==> config.mk <==
export PLATFORM = sky130hd
export DESIGN_NAME = afe_control_register
export DESIGN_NICKNAME = d
export VERILOG_FILES = /design/src/verilog/afe_control_register.v /design/src/verilog/afe_ctl_shift.v
export VERILOG_INCLUDE_DIRS = /design/src /design/src/verilog
export SDC_FILE = /design/constraint.sdc
export NUM_CORES = 1
export LEC_CHECK = 0
export ABC_AREA = 1
export BUFFER_PORTS_ARGS = -buffer_cell sky130_fd_sc_hd__buf_2
export CORE_MARGIN = 2
export CORE_UTILIZATION = 52
export DETAILED_ROUTE_END_ITERATION = 6
export GPL_TIMING_DRIVEN = 0
export PLACE_DENSITY = 0.84
export SYNTH_ARGS = -nofsm -noshare
export SYNTH_HDL_FRONTEND = slang
export SYNTH_SLANG_ARGS = --single-unit
==> constraint.sdc <==
create_clock -name mclk -period 1.3 [get_ports mclk]
set_input_delay 0.39 -clock mclk [delete_from_list [all_inputs] [get_ports mclk]]
set_output_delay 0.39 -clock mclk [all_outputs]
set_load 0.05 [all_outputs]
==> src/verilog/afe_ctl_regs.vh <==
`ifndef AFE_CTL_REGS_VH
`define AFE_CTL_REGS_VH
// ---------------------------------------------------------------
// Control word layout
// ---------------------------------------------------------------
`define AFE_CTL_WIDTH 16
`define AFE_CTL_RESET 16'h0300
`define AFE_BIT_INPUT_SEL 1
`define AFE_BIT_RX_GAIN 2
`define AFE_OSR_LSB 3
`define AFE_OSR_MSB 5
`define AFE_ATT_LSB 6
`define AFE_ATT_MSB 7
`define AFE_BIT_M_LO 8
`define AFE_Q_LSB 9
`define AFE_Q_MSB 11
`define AFE_BIT_M_A 12
`define AFE_BIT_M_B 13
`define AFE_TEST_LSB 14
`define AFE_TEST_MSB 15
// ---------------------------------------------------------------
// Interface configuration
// ---------------------------------------------------------------
`define AFE_CNT_WIDTH 16
`define AFE_FRAME_DEFAULT 16'h00A0
`endif

==> src/verilog/afe_control_register.v <==
`timescale 1ns/1ps
`include "afe_ctl_regs.vh"
module afe_control_register #(
  parameter [`AFE_CNT_WIDTH-1:0] FRAME_CYCLES = `AFE_FRAME_DEFAULT
) (
  // Clock and reset.
  input wire mclk,
  input wire rst,
  // Configuration pins.
  input wire iface_cfg_a,
  input wire iface_cfg_b,
  input wire master_mode,
  // Serial host port, inputs synchronous to mclk.
  input wire sclk_rise,
  input wire fs_primary,
  input wire fs_secondary_in,
  input wire din,
  // Secondary sync out, active low enable while driven.
  output reg fs_secondary_out_ff,
  output reg fs_secondary_oe_n_ff,
  // Decoded control fields.
  output reg [`AFE_CTL_WIDTH-1:0] afe_control_ff,
  output reg input_select_ff,
  output reg rx_gain_sel_ff,
  output reg [2:0] osr_code_ff,
  output reg osr_reserved_ff,
  output reg [1:0] tx_atten_ff,
  output reg tx_mute_ff,
  output reg [2:0] post_div_ff,
  output reg q_half_ff,
  output reg [1:0] m_sel_ff,
  output reg m_reserved_ff,
  output reg test_bits_set_ff,
  output reg ctrl_mode_ff,
  output reg data16_ff
);
  // ---------------------------------------------------------------
  // Transfer mode decode
  // ---------------------------------------------------------------
  reg ctrl_en_ff;
  reg [`AFE_CNT_WIDTH-1:0] frame_cnt_ff;
  reg [`AFE_CNT_WIDTH-1:0] period_ff;
  reg sec_strobe_ff;
  wire [`AFE_CTL_WIDTH-1:0] pri_word;
  wire pri_done;
  wire [`AFE_CTL_WIDTH-1:0] sec_word;
  wire sec_done;
  wire sec_sync;
  wire hw_ctrl;
  reg [`AFE_CTL_WIDTH-1:0] nxt_ctl;
  wire sec_start;
  wire sec_load;

  // Hardware mode enables control with config b high; software mode
  // needs the primary word LSB set.
  assign hw_ctrl = iface_cfg_b;
  // Secondary sync comes from our generator as master, else from host.
  assign sec_sync = master_mode ? sec_strobe_ff : fs_secondary_in;
  // A secondary sync only arms the receiver while control transfers are
  // enabled, so a host sync in data-only mode leaves the word untouched.
  assign sec_start = sec_sync & ctrl_en_ff;
  // A finished word loads only if control is still enabled at its end.
  assign sec_load = sec_done & ctrl_en_ff;

  // ---------------------------------------------------------------
  // Serial receivers
  // ---------------------------------------------------------------
  // Primary receiver: data words, and the mode bit in software mode.
  afe_ctl_shift #(.WIDTH(`AFE_CTL_WIDTH)) u_pri (
    .mclk(mclk),
    .rst(rst),
    .start(fs_primary),
    .bit_en(sclk_rise),
    .din(din),
    .word_ff(pri_word),
    .done_ff(pri_done)
  );

  // Secondary receiver: the only path into the control word.
  afe_ctl_shift #(.WIDTH(`AFE_CTL_WIDTH)) u_sec (
    .mclk(mclk),
    .rst(rst),
    .start(sec_start),
    .bit_en(sclk_rise),
    .din(din),
    .word_ff(sec_word),
    .done_ff(sec_done)
  );

  // ---------------------------------------------------------------
  // Control transfer enable
  // ---------------------------------------------------------------
  // Control enable follows the configuration; reset always drops back
  // to data-only, and in software mode it stays there until the host asks again.
  always @(posedge mclk) begin
    if (rst) begin
      ctrl_en_ff <= 1'b0;
    end else if (hw_ctrl) begin
      ctrl_en_ff <= 1'b1;
    end else if (iface_cfg_a) begin
      ctrl_en_ff <= 1'b0;
    end else if (pri_done) begin
      ctrl_en_ff <= pri_word[0];
    end
  end

  // ---------------------------------------------------------------
  // Secondary sync generator
  // ---------------------------------------------------------------
  // Frame length is learned from primary spacing; until then the
  // default is used so a secondary sync still lands mid-frame.
  // The learned length trails by one frame, so after a change of frame
  // rate the first secondary sync is placed by the old length.
  always @(posedge mclk) begin
    if (rst) begin
      frame_cnt_ff <= {`AFE_CNT_WIDTH{1'b0}};
      period_ff <= FRAME_CYCLES;
      sec_strobe_ff <= 1'b0;
      fs_secondary_out_ff <= 1'b0;
      fs_secondary_oe_n_ff <= 1'b1;
    end else begin
      sec_strobe_ff <= 1'b0;
      if (fs_primary) begin
        frame_cnt_ff <= {`AFE_CNT_WIDTH{1'b0}};
        if (frame_cnt_ff != {`AFE_CNT_WIDTH{1'b0}}) begin
          period_ff <= frame_cnt_ff + 16'h0001;
        end
      end else begin
        frame_cnt_ff <= frame_cnt_ff + 16'h0001;
        if (master_mode && ctrl_en_ff && frame_cnt_ff == {1'b0, period_ff[15:1]}) begin
          sec_strobe_ff <= 1'b1;
        end
      end
      fs_secondary_out_ff <= sec_strobe_ff;
      fs_secondary_oe_n_ff <= ~(master_mode & ctrl_en_ff);
    end
  end

  // ---------------------------------------------------------------
  // Control register
  // ---------------------------------------------------------------
  // Bit 0 is stored as zero whatever was shifted in.
  always @* begin
    nxt_ctl = {sec_word[15:1], 1'b0};
  end

  // Only the secondary receiver can load; primary words carry data.
  always @(posedge mclk) begin
    if (rst) begin
      afe_control_ff <= `AFE_CTL_RESET;
    end else if (sec_load) begin
      afe_control_ff <= nxt_ctl;
    end
  end

  // ---------------------------------------------------------------
  // Field decode
  // ---------------------------------------------------------------
  // Decoded fields trail the stored word by one cycle; reserved codes are
  // flagged, not blocked, since the host owns the obligation not to write them.

  // Receive path: input source, gain step and oversampling ratio.
  always @(posedge mclk) begin
    if (rst) begin
      input_select_ff <= 1'b0;
      rx_gain_sel_ff <= 1'b0;
      osr_code_ff <= 3'h0;
      osr_reserved_ff <= 1'b0;
    end else begin
      input_select_ff <= afe_control_ff[`AFE_BIT_INPUT_SEL];
      rx_gain_sel_ff <= afe_control_ff[`AFE_BIT_RX_GAIN];
      osr_code_ff <= afe_control_ff[`AFE_OSR_MSB:`AFE_OSR_LSB];
      osr_reserved_ff <= (afe_control_ff[`AFE_OSR_MSB:`AFE_OSR_LSB] == 3'h2) ||
        (afe_control_ff[`AFE_OSR_MSB:`AFE_OSR_LSB] == 3'h3) ||
        (afe_control_ff[`AFE_OSR_MSB:`AFE_OSR_LSB] == 3'h4);
    end
  end

  // Transmit path: attenuation code and mute, muted out of reset.
  always @(posedge mclk) begin
    if (rst) begin
      tx_atten_ff <= 2'h0;
      tx_mute_ff <= 1'b1;
    end else begin
      tx_atten_ff <= afe_control_ff[`AFE_ATT_MSB:`AFE_ATT_LSB];
      tx_mute_ff <= (afe_control_ff[`AFE_ATT_MSB:`AFE_ATT_LSB] == 2'h0);
    end
  end

  // Clock generator dividers; the reset state gives M of 4 and Q of 6.
  always @(posedge mclk) begin
    if (rst) begin
      post_div_ff <= 3'h1;
      q_half_ff <= 1'b0;
      m_sel_ff <= 2'h1;
      m_reserved_ff <= 1'b0;
    end else begin
      post_div_ff <= afe_control_ff[`AFE_Q_MSB:`AFE_Q_LSB];
      q_half_ff <= afe_control_ff[`AFE_Q_MSB];
      // M code: 00/01 give 3/4, 10/11 give 1/2 in this encoding.
      m_sel_ff <= {afe_control_ff[`AFE_BIT_M_B], afe_control_ff[`AFE_BIT_M_LO]};
      m_reserved_ff <= afe_control_ff[`AFE_BIT_M_B] ^ afe_control_ff[`AFE_BIT_M_A];
    end
  end

  // Mode status: test bits, control enable and data width.
  always @(posedge mclk) begin
    if (rst) begin
      test_bits_set_ff <= 1'b0;
      ctrl_mode_ff <= 1'b0;
      data16_ff <= 1'b0;
    end else begin
      test_bits_set_ff <= |afe_control_ff[`AFE_TEST_MSB:`AFE_TEST_LSB];
      ctrl_mode_ff <= ctrl_en_ff;
      data16_ff <= iface_cfg_a | iface_cfg_b;
    end
  end
endmodule // afe_control_register

==> src/verilog/afe_ctl_shift.v <==
`timescale 1ns/1ps
// ---------------------------------------------------------------
// Serial word receiver, MSB first
// ---------------------------------------------------------------
module afe_ctl_shift #(
  parameter WIDTH = 16
) (
  // Clock and reset.
  input wire mclk,
  input wire rst,
  // Serial input.
  input wire start,
  input wire bit_en,
  input wire din,
  // Word output.
  output reg [WIDTH-1:0] word_ff,
  output reg done_ff
);
  reg [WIDTH-1:0] shreg_ff;
  reg [4:0] cnt_ff;
  reg busy_ff;

  // A start restarts the word, so a stray start never mixes two words.
  always @(posedge mclk) begin
    if (rst) begin
      shreg_ff <= {WIDTH{1'b0}};
      cnt_ff <= 5'h00;
      busy_ff <= 1'b0;
      word_ff <= {WIDTH{1'b0}};
      done_ff <= 1'b0;
    end else begin
      done_ff <= 1'b0;
      if (start) begin
        busy_ff <= 1'b1;
        cnt_ff <= 5'h00;
      end else if (busy_ff && bit_en) begin
        shreg_ff <= {shreg_ff[WIDTH-2:0], din};
        if (cnt_ff == WIDTH - 1) begin
          busy_ff <= 1'b0;
          word_ff <= {shreg_ff[WIDTH-2:0], din};
          done_ff <= 1'b1;
        end
        cnt_ff <= cnt_ff + 5'h01;
      end
    end
  end
endmodule // afe_ctl_shift

[Word-level counts from Yosys, hierarchy flattened]
Index checks and enable logic that the tools add are counted.
Word-level totals
  register bits: 116
  bits in latches: 0
  memory bits (writable): 0
  bits in read-only memories: 0
  input port bits: 9
  output and inout port bits: 37
  logic and storage cells: 85
  memories kept: 0
Cells by class
  $add $sub $neg: 3
  multiply operators: 0
  div/mod/pow operators: 0
  $lt $le $gt $ge: 0
  equality and inequality tests: 6
  shifts and indexed selects: 0
  multiplexer cells: 13
  bitwise logic cells: 10
  reduce and logical (&&, ||, !) cells: 24
Operators by type and width (number)
  adder 16 x 1 -> 16 bit (second input constant): 1
  == test 16 x 15 -> 1 bit: 1
  nonzero test 16 bit: 1
  2-to-1 mux 1 bit: 13
  adder 5 x 1 -> 5 bit (second input constant): 2
  == test 5 x 4 -> 1 bit (second input constant): 2
  AND reduction 2 bit: 4
  nonzero test 2 bit: 4
  == test 3 x 2 -> 1 bit (second input constant): 2
  AND reduction 3 bit: 2
  OR reduction 2 bit: 3
  OR reduction 3 bit: 2
  NOT 1 bit: 5
  logical AND 1 bit: 4
  bitwise AND 1 bit: 3
  == test 3 bit (second input constant): 1
  nonzero test 3 bit: 1
  logical NOT 2 bit: 1
  logical OR 1 bit: 2
  OR 1 bit: 1
  bitwise XOR 1 bit: 1

[Logic depth before layout (Yosys ltp)]
Gate-level depths: netlist of run 1.
  depth after elaboration: 4
  mapped depth: 10
  depth with buffers taken out: 9

[Cells and area by module]
Synthesis of run 1 repeated with hierarchy kept, for this count alone.
Unflattened totals
  cell total of the unflattened synthesis: 742
  area, all modules: 5735.5 um^2
Modules (own cells, without submodules)
  afe_ctl_shift: instances 2, cells each 178, area each 1452.6 um^2, seq. area each 760.7 um^2
  afe_control_register: instances 1, cells each 386, area each 2830.2 um^2, seq. area each 1361.3 um^2

[Worst setup path before layout of run 1]
Ideal clock, no wire load.
  path kind: register to register
  start point: register u_sec.cnt_ff[0]
  end point: register u_sec.word_ff[10]
  library setup time: 58 ps
  data arrival time: 1304 ps
  data required time: 1242 ps
  slack: -63 ps
  stages on the path, launching flop included: 10
  path buffers: 1
  period minus slack after synthesis: 1363 ps
  cell sequence: dfxtp_1 -> ha_1 -> nand2_1 -> nor2_1 -> ha_1 -> nand2_8 -> nor2_8 -> buf_6 -> nand2_1 -> nand2_1
On the way
  cells in the longest elaborated chain, start to end: 2
Ends and longest elaborated chain
  start, declared: line afe_ctl_shift.v:20  | reg [4:0] cnt_ff;
  start signal, assigned: line afe_ctl_shift.v:43  | cnt_ff <= cnt_ff + 5'h01;
  == test 5 x 4 -> 1 bit: line afe_ctl_shift.v:38  | if (cnt_ff == WIDTH - 1) begin
  AND reduction 3 bit (no line)
  end signal, assigned: line afe_ctl_shift.v:29  | word_ff <= {WIDTH{1'b0}};
  end signal, assigned: line afe_ctl_shift.v:40  | word_ff <= {shreg_ff[WIDTH-2:0], din};
  end, declared: line afe_ctl_shift.v:16  | output reg [WIDTH-1:0] word_ff,
Every way passes these cells.
A chain may end at the register's enable or synchronous reset.

[Worst setup path in the final report of run 1]
  start point: register frame_cnt_ff[4]
  end point: register period_ff[9]
On the way
  cells in the longest elaborated chain, start to end: 2
  elaborated cells on any way between the ends: 3
  those cells by class: add/sub: 1; reduce/logical: 2
Ends and longest elaborated chain
  start, declared: line afe_control_register.v:41  | reg [`AFE_CNT_WIDTH-1:0] frame_cnt_ff;
  start signal, assigned: line afe_control_register.v:116  | frame_cnt_ff <= {`AFE_CNT_WIDTH{1'b0}};
  start signal, assigned: line afe_control_register.v:124  | frame_cnt_ff <= {`AFE_CNT_WIDTH{1'b0}};
  start signal, assigned: line afe_control_register.v:129  | frame_cnt_ff <= frame_cnt_ff + 16'h0001;
  branches (longest 2 deep; another with adder 16 x 1 -> 16 bit)
  end signal, assigned: line afe_control_register.v:126  | period_ff <= frame_cnt_ff + 16'h0001;
  end, declared: line afe_control_register.v:42  | reg [`AFE_CNT_WIDTH-1:0] period_ff;
Several ways; the timed one is not identified.

==> summary.txt, run 1 <==
Floorplan
  • Num ports: 46
  • DIE AREA: 9380 µm²
  • Cell row count: 33
  • Placeable core area: 8300 µm²
  • Chip width: 96.8 µm
  • Die Span Y: 96.8 µm
  • Initial Util: 54.0%

Clock network
  • Clk buf depth: 2
  • Clock-pin slew on the worst setup and hold paths: 70 ps
  • CTS Hold Bufs: 0
  • Clk_lat worst skew: 560 ps
  • Total CTS buffers: 17
  • Clk root buf: clkbuf_8
  • Clock sink count: 113
  • H-Tree Level Count: 4
  • CTS tree: done

Pwr
  • Power Dens Cells: 1390 nW/µm²
  • Total chip power: 9490 µW
  • Peak VDD IR: 0.00117 V
  • Static Leak: 0.00301 µW

Place
  • DP HPWL: 7450 µm
  • GPL Wtd Cong: 0.905
  • Cell Area, Placed: 4850 µm²
  • Quantity of I/O buffers inserted on ports: 44
  • Place WS: -362 ps

Timing
  • Skew final: 13.5 ps
  • RSZ-0062 raised after global routing: yes
  • Min Tclk post-route: 1730 ps
  • Final setup fails: 90
  • Hold slack final: 79.4 ps
  • Slew margin rel.: 58.5%
  • Final count of pins violating max slew: 0
  • Final Cycle Share: 133%
  • Slew @ Worst Pin: 623 ps
  • Setup tns final: -12350 ps
  • Final number of hold-violating endpoints: 0
  • Final setup margin: -432 ps
  • Fmax: 578 MHz

Synthesis
  • Synthesized cell area: 4480 µm²
  • Syn Nets: 603
  • Cell taking the most area after synthesis: dfxtp_1
  • Seq cells post-synth: 113
  • Seq/Total Area, Yosys: 50.5%
  • Main area contributors after synthesis: dfxtp_1 50%, nor2_1 10%, nand2_1 9.6%, inv_1 4.6%, o21ai_0 4.6%
  • Mapped Cells: 588
  • Synth cell types: 35
  • Synth top area share: 50.5%
  • Avg Inst Size Synth: 7.62 µm²
  • Syn. warnings: 0

Final layout
  • Post-route cell area: 6830 µm²
  • Share of layout cells above drive strength 1: 43.3%
  • Fin nets: 709
  • P&R area growth vs syn: 52.3%
  • # fillers: 382
  • Ant diodes: 0

Drt
  • DRC: 97
  • Wirelength per Cell: 23.3 µm
  • Routed via count: 5147
  • Pre-antenna DRT Iters: 7
  • Via/cell ratio: 6.34
  • Post-DRT Antenna Nets: 0
  • Iter 0 DRT Violations: 849
  • WL final: 19000 µm

GRT
  • Largest net degree at the start of global routing: 17
  • Initial antenna violation count: 0
  • Grt ovf: 0
  • Total track usage: 32.1%
  • Vias in the first global route: 4732
  • First-pass GRT wire length: 23800 µm

Setup path
  • CP startpoint kind: flip-flop
  • CP Max Fanout: 4
  • WP data required: 1750 ps
  • Worst setup path end: period_ff[9]
  • Reg2reg path depth: 7
  • Reg2reg start: frame_cnt_ff[4]
  • Flop2flop setup slack: -430 ps
  • CP arrival: 2180 ps
  • Worst Setup End Kind: flip-flop
  • CP startpoint: frame_cnt_ff[4]
  • Worst R2R End: period_ff[9]
  • CP Class: reg2reg

Min path
  • Type of the most critical hold path: in2reg

Flow run
  • # Max-Cap Violations: 0

Run status
  • Failing checks: design-rule violations, negative setup slack
  • Status: complete, but fails checks
[cell families after synthesis]
| logic type | Yosys count | share of synthesized area [%] |
|---|---|---|
| DFF | 113 | 50.5 |
| xor gates and xnor gates | 11 | 2.15 |
| adders and majority gates | 6 | 1.67 |
| buffers and inverters | 78 | 7.87 |
| and+or+nand+nor | 301 | 28.6 |
| AOI/OAI and AO/OA | 78 | 9.16 |
| other | 1 | 0.0837 |
[flip-flops by register name, summed over array words and instances (netlist names), 2 cells and up]
register and count:
u_pri.cnt_ff 5, u_sec.word_ff 15, u_sec.shreg_ff 15, osr_code_ff 3, afe_control_ff 15, post_div_ff 3, tx_atten_ff 2, period_ff 15
u_sec.cnt_ff 5, m_sel_ff 2, frame_cnt_ff 16
[cells in the mapped netlist]
| library cell | n |
|---|---|
| a211oi_1 | 1 |
| a21oi_1 | 25 |
| a32o_1 | 1 |
| and2_1 | 3 |
| buf_1 | 2 |
| buf_2 | 5 |
| buf_4 | 4 |
| buf_6 | 3 |
| buf_8 | 1 |
| clkbuf_1 | 6 |
| conb_1 | 1 |
| dfxtp_1 | 113 |
| ha_1 | 6 |
| inv_1 | 55 |
| inv_2 | 1 |
| inv_6 | 1 |
| nand2_1 | 115 |
| nand2_2 | 5 |
| nand2_4 | 1 |
| nand2_8 | 1 |
| nand3_1 | 29 |
| nand3b_1 | 2 |
| nand4_1 | 7 |
| nor2_1 | 125 |
| nor2_2 | 4 |
| nor2_4 | 1 |
| nor2_8 | 1 |
| nor3_1 | 4 |
| o211ai_1 | 3 |
| o21ai_0 | 41 |
| o21ai_1 | 3 |
| o22ai_1 | 4 |
| or2_2 | 3 |
| xnor2_1 | 1 |
| xor2_1 | 10 |
[per-stage QoR]
step / util [%] / std cells
3_3_place_gp: 58.5 / 737
6_report: 82.3 / 812
5_1_grt: 82.3 / 812
3_5_place_dp: 58.5 / 737
4_1_cts: 76.4 / 791
2_1_floorplan: - / 588
[layout by cell type, fill, tap and decap left out, types with 4 or more instances in the layout]
cell type     n
a21oi_1      23
buf_2        11
buf_4        33
buf_6        17
buf_8        37
bufinv_16     5
clkbuf_1      4
clkbuf_16    16
clkbuf_8      4
clkinvlp_4    4
dfxtp_1      60
dfxtp_2      49
dfxtp_4       4
ha_4          5
inv_1        49
nand2_1      72
nand2_2      32
nand2_4      16
nand3_1      17
nand3_2      11
nand4_1       7
nor2_1      102
nor2_2       19
nor2_4        9
o21ai_0      35
o21ai_1       6
o22ai_1       4
xor2_1        7
[how the worst min path moves through the flow]
stage	startpoint	endpoint	slack (ps)	cells past startpoint
after floorplan	sec_strobe_ff	fs_secondary_out_ff	410	2
after global placement	afe_control_ff[9]	post_div_ff[0]	430	2
after detailed placement	afe_control_ff[9]	post_div_ff[0]	440	2
after CTS	master_mode	fs_secondary_oe_n_ff	100	2
after global routing	master_mode	fs_secondary_oe_n_ff	80	2
final	master_mode	fs_secondary_oe_n_ff	80	2
[routing by layer]
layer	vias to the layer above	share of wire (%)	track usage, %
met5	-	0	0
met4	0	9.0	19.1
met3	205	12	10.8
met2	510	45	53.6
met1	2364	34	35.4
li1	2068	-	-
[worst max-delay path, cell delays in order, from the launching register on]
cell,delay (ps)
dfxtp_1,410
nand2_1,210
nor2_4,210
nand2_4,120
o21ai_1,190
nand2_1,230
nor2_2,180
nor2_2,70
[area by class of cell]
class | count | area (µm²) | share of cell area, %
inverter | 57 | 230 | 3.37
clock buffer | 20 | 455 | 6.67
tap | 105 | 131 | 1.92
buffer | 19 | 131 | 1.92
timing repair buffer | 89 | 980 | 14.4
sequential | 113 | 2340 | 34.3
clock inverter | 12 | 204 | 2.99
multi-input combinational | 397 | 2360 | 34.5
[repair_timing]
item / 4_1_cts / 5_1_grt
endpoints found under the setup margin: 79 / 103
pin swaps: 23 / 28
resized for setup: 213 / 116
setup buffers: 18 / 26
cloned: 4 / 0
[report_power, final]
part	switching, µW	total, µW	internal, µW
clock network	1850	5320	3470
registers	69.6	3590	3520
logic	373	579	206
total	2290	9490	7200
No activity file was read; power rests on OpenSTA's default activity.
==> run 2: changes to the inputs <==
--- a/config.mk
+++ b/config.mk
@@ -6,7 +6,6 @@
 export SDC_FILE = /design/constraint.sdc
 export NUM_CORES = 1
 export LEC_CHECK = 0
-export ABC_AREA = 1
 export BUFFER_PORTS_ARGS = -buffer_cell sky130_fd_sc_hd__buf_2
 export CORE_MARGIN = 2
 export CORE_UTILIZATION = 52
==> summary.txt, run 2 <==
Run status
  • Status: complete, but fails checks (unchanged)
  • Failing checks: negative setup slack (was design-rule violations, negative setup slack)

Timing
  • Final count of pins violating max slew: 0 (unchanged)
  • Min Tclk post-route: 1710 ps (was 1730 ps)
  • Final setup fails: 97 (was 90)
  • Slew @ Worst Pin: 828 ps (was 623 ps)
  • Final Cycle Share: 131% (was 133%)
  • RSZ-0062 raised after global routing: yes (unchanged)
  • Fmax: 586 MHz (was 578 MHz)
  • Setup tns final: -18980 ps (was -12350 ps)
  • Final setup margin: -406 ps (was -432 ps)
  • Skew final: 14.6 ps (was 13.5 ps)
  • Slew margin rel.: 44.8% (was 58.5%)
  • Final number of hold-violating endpoints: 0 (unchanged)

Clock network
  • Clock-pin slew on the worst setup and hold paths: 60 ps (was 70 ps)
  • Total CTS buffers: 17 (unchanged)
  • Clock sink count: 113 (unchanged)
  • CTS Hold Bufs: 0 (unchanged)
  • H-Tree Level Count: 4 (unchanged)
  • Clk buf depth: 2 (unchanged)
  • CTS tree: done (unchanged)
  • Clk_lat worst skew: 540 ps (was 560 ps)
  • Clk root buf: clkbuf_8 (unchanged)

Synthesis
  • Main synth FF type: dfxtp_1 (unchanged)
  • Post-synth EDFFs: 0 (unchanged)
  • Synth top area share: 53.6% (was 50.5%)
  • Avg Inst Size Synth: 9.70 µm² (was 7.62 µm²)
  • Most frequent cell after synthesis: dfxtp_1 (was nor2_1)
  • List of most frequent post-synthesis cells: 113 x dfxtp_1, 61 x nor2_1, 40 x nand2_1 (was 125 x nor2_1, 115 x nand2_1, 113 x dfxtp_1)
  • Mapped Cells: 435 (was 588)
  • Synthesized cell area: 4220 µm² (was 4480 µm²)
  • Synth cell types: 38 (was 35)
  • Seq cells post-synth: 113 (unchanged)
  • Syn. warnings: 0 (unchanged)
  • Cell taking the most area after synthesis: dfxtp_1 (unchanged)
  • Syn Nets: 450 (was 603)
  • Async SR Flop Fraction: 0% (unchanged)
  • Main area contributors after synthesis: dfxtp_1 54%, nor2_1 5.4%, mux2i_1 5.0%, xor2_1 4.2%, nand2_1 3.6% (was dfxtp_1 50%, nor2_1 10%, nand2_1 9.6%, inv_1 4.6%, o21ai_0 4.6%)
  • Seq/Total Area, Yosys: 53.6% (was 50.5%)

Drt
  • Pre-antenna DRT Iters: 5 (was 7)
  • Top Layer Used: met4 (unchanged)
  • WL final: 16300 µm (was 19000 µm)
  • Wirelength per Cell: 24.9 µm (was 23.3 µm)
  • DRC: 0 (was 97)
  • Iter 0 DRT Violations: 362 (was 849)
  • Metal2 WL: 7990 µm (was 8450 µm)
  • Post-DRT Antenna Nets: 0 (unchanged)
  • Routed via count: 4041 (was 5147)
  • Routed wl met3: 1320 µm (was 2350 µm)
  • Via/cell ratio: 6.17 (was 6.34)
  • Met1 Routed Length: 5920 µm (was 6440 µm)

Floorplan
  • Placeable core area: 7810 µm² (was 8300 µm²)
  • DIE AREA: 8850 µm² (was 9380 µm²)
  • Initial Util: 54.0% (about the same)
  • Die Span Y: 94.1 µm (was 96.8 µm)
  • Num ports: 46 (unchanged)
  • Chip width: 94.1 µm (was 96.8 µm)
  • Cell row count: 32 (was 33)

Pwr
  • Power Dens Cells: 1290 nW/µm² (was 1390 nW/µm²)
  • Static Leak: 0.00262 µW (was 0.00301 µW)
  • Peak VDD IR: 0.00103 V (was 0.00117 V)

Setup path
  • CP startpoint: frame_cnt_ff[1] (was frame_cnt_ff[4])
  • Crit-path cells: ha_4 -> nand4_1 -> buf_6 -> buf_12 -> nor2_2 -> xnor2_1 -> a211oi_2 (was nand2_1 -> nor2_4 -> nand2_4 -> o21ai_1 -> nand2_1 -> nor2_2 -> nor2_2)
  • CP startpoint kind: flip-flop (unchanged)
  • CP peak stage delay: 410 ps (about the same)
  • CP Max Fanout: 5 (was 4)
  • WP data required: 1750 ps (about the same)
  • Reg2reg start: frame_cnt_ff[1] (was frame_cnt_ff[4])
  • CP max stage cell: dfxtp_4 (was dfxtp_1)
  • CP Class: reg2reg (unchanged)
  • Worst Setup End Kind: flip-flop (unchanged)
  • Reg2reg path depth: 7 (unchanged)
  • Worst R2R End: period_ff[8] (was period_ff[9])
  • Flop2flop setup slack: -410 ps (was -430 ps)
  • CP arrival: 2150 ps (was 2180 ps)

Final layout
  • Largest register FFs: 16 (unchanged)
  • Ant diodes: 0 (unchanged)
  • P&R area growth vs syn: 56.1% (was 52.3%)
  • Most flops, register: frame_cnt_ff (unchanged)
  • Finished Layout Cells: 655 (was 812)
  • Most frequent cells in the layout: 60 x dfxtp_1, 56 x nor2_1, 43 x dfxtp_2 (was 102 x nor2_1, 72 x nand2_1, 60 x dfxtp_1)
  • Share of layout cells above drive strength 1: 48.5% (was 43.3%)
  • Most common cell after layout, fill and taps aside: dfxtp_1 (was nor2_1)
  • Fin nets: 555 (was 709)

GRT
  • Vias in the first global route: 4094 (was 4732)
  • Initial antenna violation count: 0 (unchanged)
  • Total track usage: 34.3% (was 32.1%)
  • First-pass GRT wire length: 22500 µm (was 23800 µm)
  • Largest net degree at the start of global routing: 17 (unchanged)
  • Grt ovf: 0 (unchanged)

Place
  • GPL Wtd Cong: 0.960 (was 0.905)
  • Placed insts: 581 (was 737)
  • DP HPWL: 6500 µm (was 7450 µm)
  • Quantity of I/O buffers inserted on ports: 44 (unchanged)

Min path
  • Type of the most critical hold path: in2reg (unchanged)
  • Hold path cells: 3 (was 2)
  • Hold endpoint: data16_ff (was fs_secondary_oe_n_ff)
  • Hold path startpoint: iface_cfg_a (was master_mode)

Flow run
  • # Max-Cap Violations: 0 (unchanged)
run 2: changes by cell type after synthesis, sizes merged, moves of 14 or more:
cell   change
nand2     -82
nor2      -70
inv       -47
o21ai     -37
mux2i     +21
nand3     -20
a22o      +15
nor2b     +15
xnor2     +14
run 2: how the worst max path moves through the flow:
| stage | to | slack [ps] | cells past startpoint |
|---|---|---|---|
| after floorplan | u_sec.word_ff[10] | -280 | 8 |
| after global placement | u_sec.shreg_ff[5] | -450 | 7 |
| after detailed placement | u_sec.shreg_ff[8] | -480 | 7 |
| after CTS | period_ff[7] | -270 | 8 |
| after global routing | period_ff[7] | -430 | 8 |
| final | period_ff[8] | -410 | 7 |
run 2: final cells by class:
cell class / count / area [µm²]
Clock inverter: 14 / 131
Tap cell: 102 / 128
Inverter: 10 / 43.8
Fill cell: 347 / 1220
Clock buffer: 18 / 428
Sequential cell: 113 / 2350
Buffer: 22 / 195
Multi-Input combinational cell: 282 / 2220
Timing Repair Buffer: 94 / 1080
run 2: critical path, delay by kind of cell (launching register included):
| family | cells | cell delay, ps |
|---|---|---|
| DFF | 1 | 410 |
| buffers and inverters | 2 | 310 |
| AOI/OAI and AO/OA | 1 | 290 |
| and+or+nand+nor | 2 | 280 |
| adders and majority gates | 1 | 180 |
| xor gates and xnor gates | 1 | 150 |
run 2: timing repair:
| action | 4_1_cts | 5_1_grt |
|---|---|---|
| pin swaps | 25 | 22 |
| setup buffers | 32 | 16 |
| endpoints found under the setup margin | 103 | 115 |
| resized for setup | 213 | 63 |
| gates cloned | 3 | 3 |
run 2: report_power, final:
part	internal [µW]	total, µW	leakage [µW]	switching [µW]
Sequential	3490	3540	0.000937	47.9
Clock	2610	4520	0.000261	1910
Combinational	187	463	0.00142	276
run 2: metal layers:
layer	GRT usage, %	up-vias
met2	59.2	308
met1	39.3	1956
met4	16.3	0
li1	-	1677
met3	9.23	100
met5	0	-
run 2: kinds of logic after synthesis:
| kind of cell | count (synthesis) | share of synthesized area [%] |
|---|---|---|
| buf+inv | 40 | 5.04 |
| mux | 22 | 5.34 |
| flops | 113 | 53.6 |
| compound gates | 58 | 9.37 |
| other cells | 1 | 0.0889 |
| fa+ha+maj | 6 | 1.78 |
| simple gates | 160 | 17.5 |
| xor+xnor | 35 | 7.27 |
run 2: per-stage QoR:
stage	setup WS, ps	total power [µW]	cell area, µm²	hold WS, ps	utilization [%]
floorplan	-277	3830	4310	420	-
global placement	-455	3910	4660	446	59.7
detailed placement	-482	3920	4660	455	59.7
CTS	-272	8190	6150	97.0	78.8
global route	-432	8640	6590	80.3	84.4
finish	-406	8520	6590	77.6	84.4
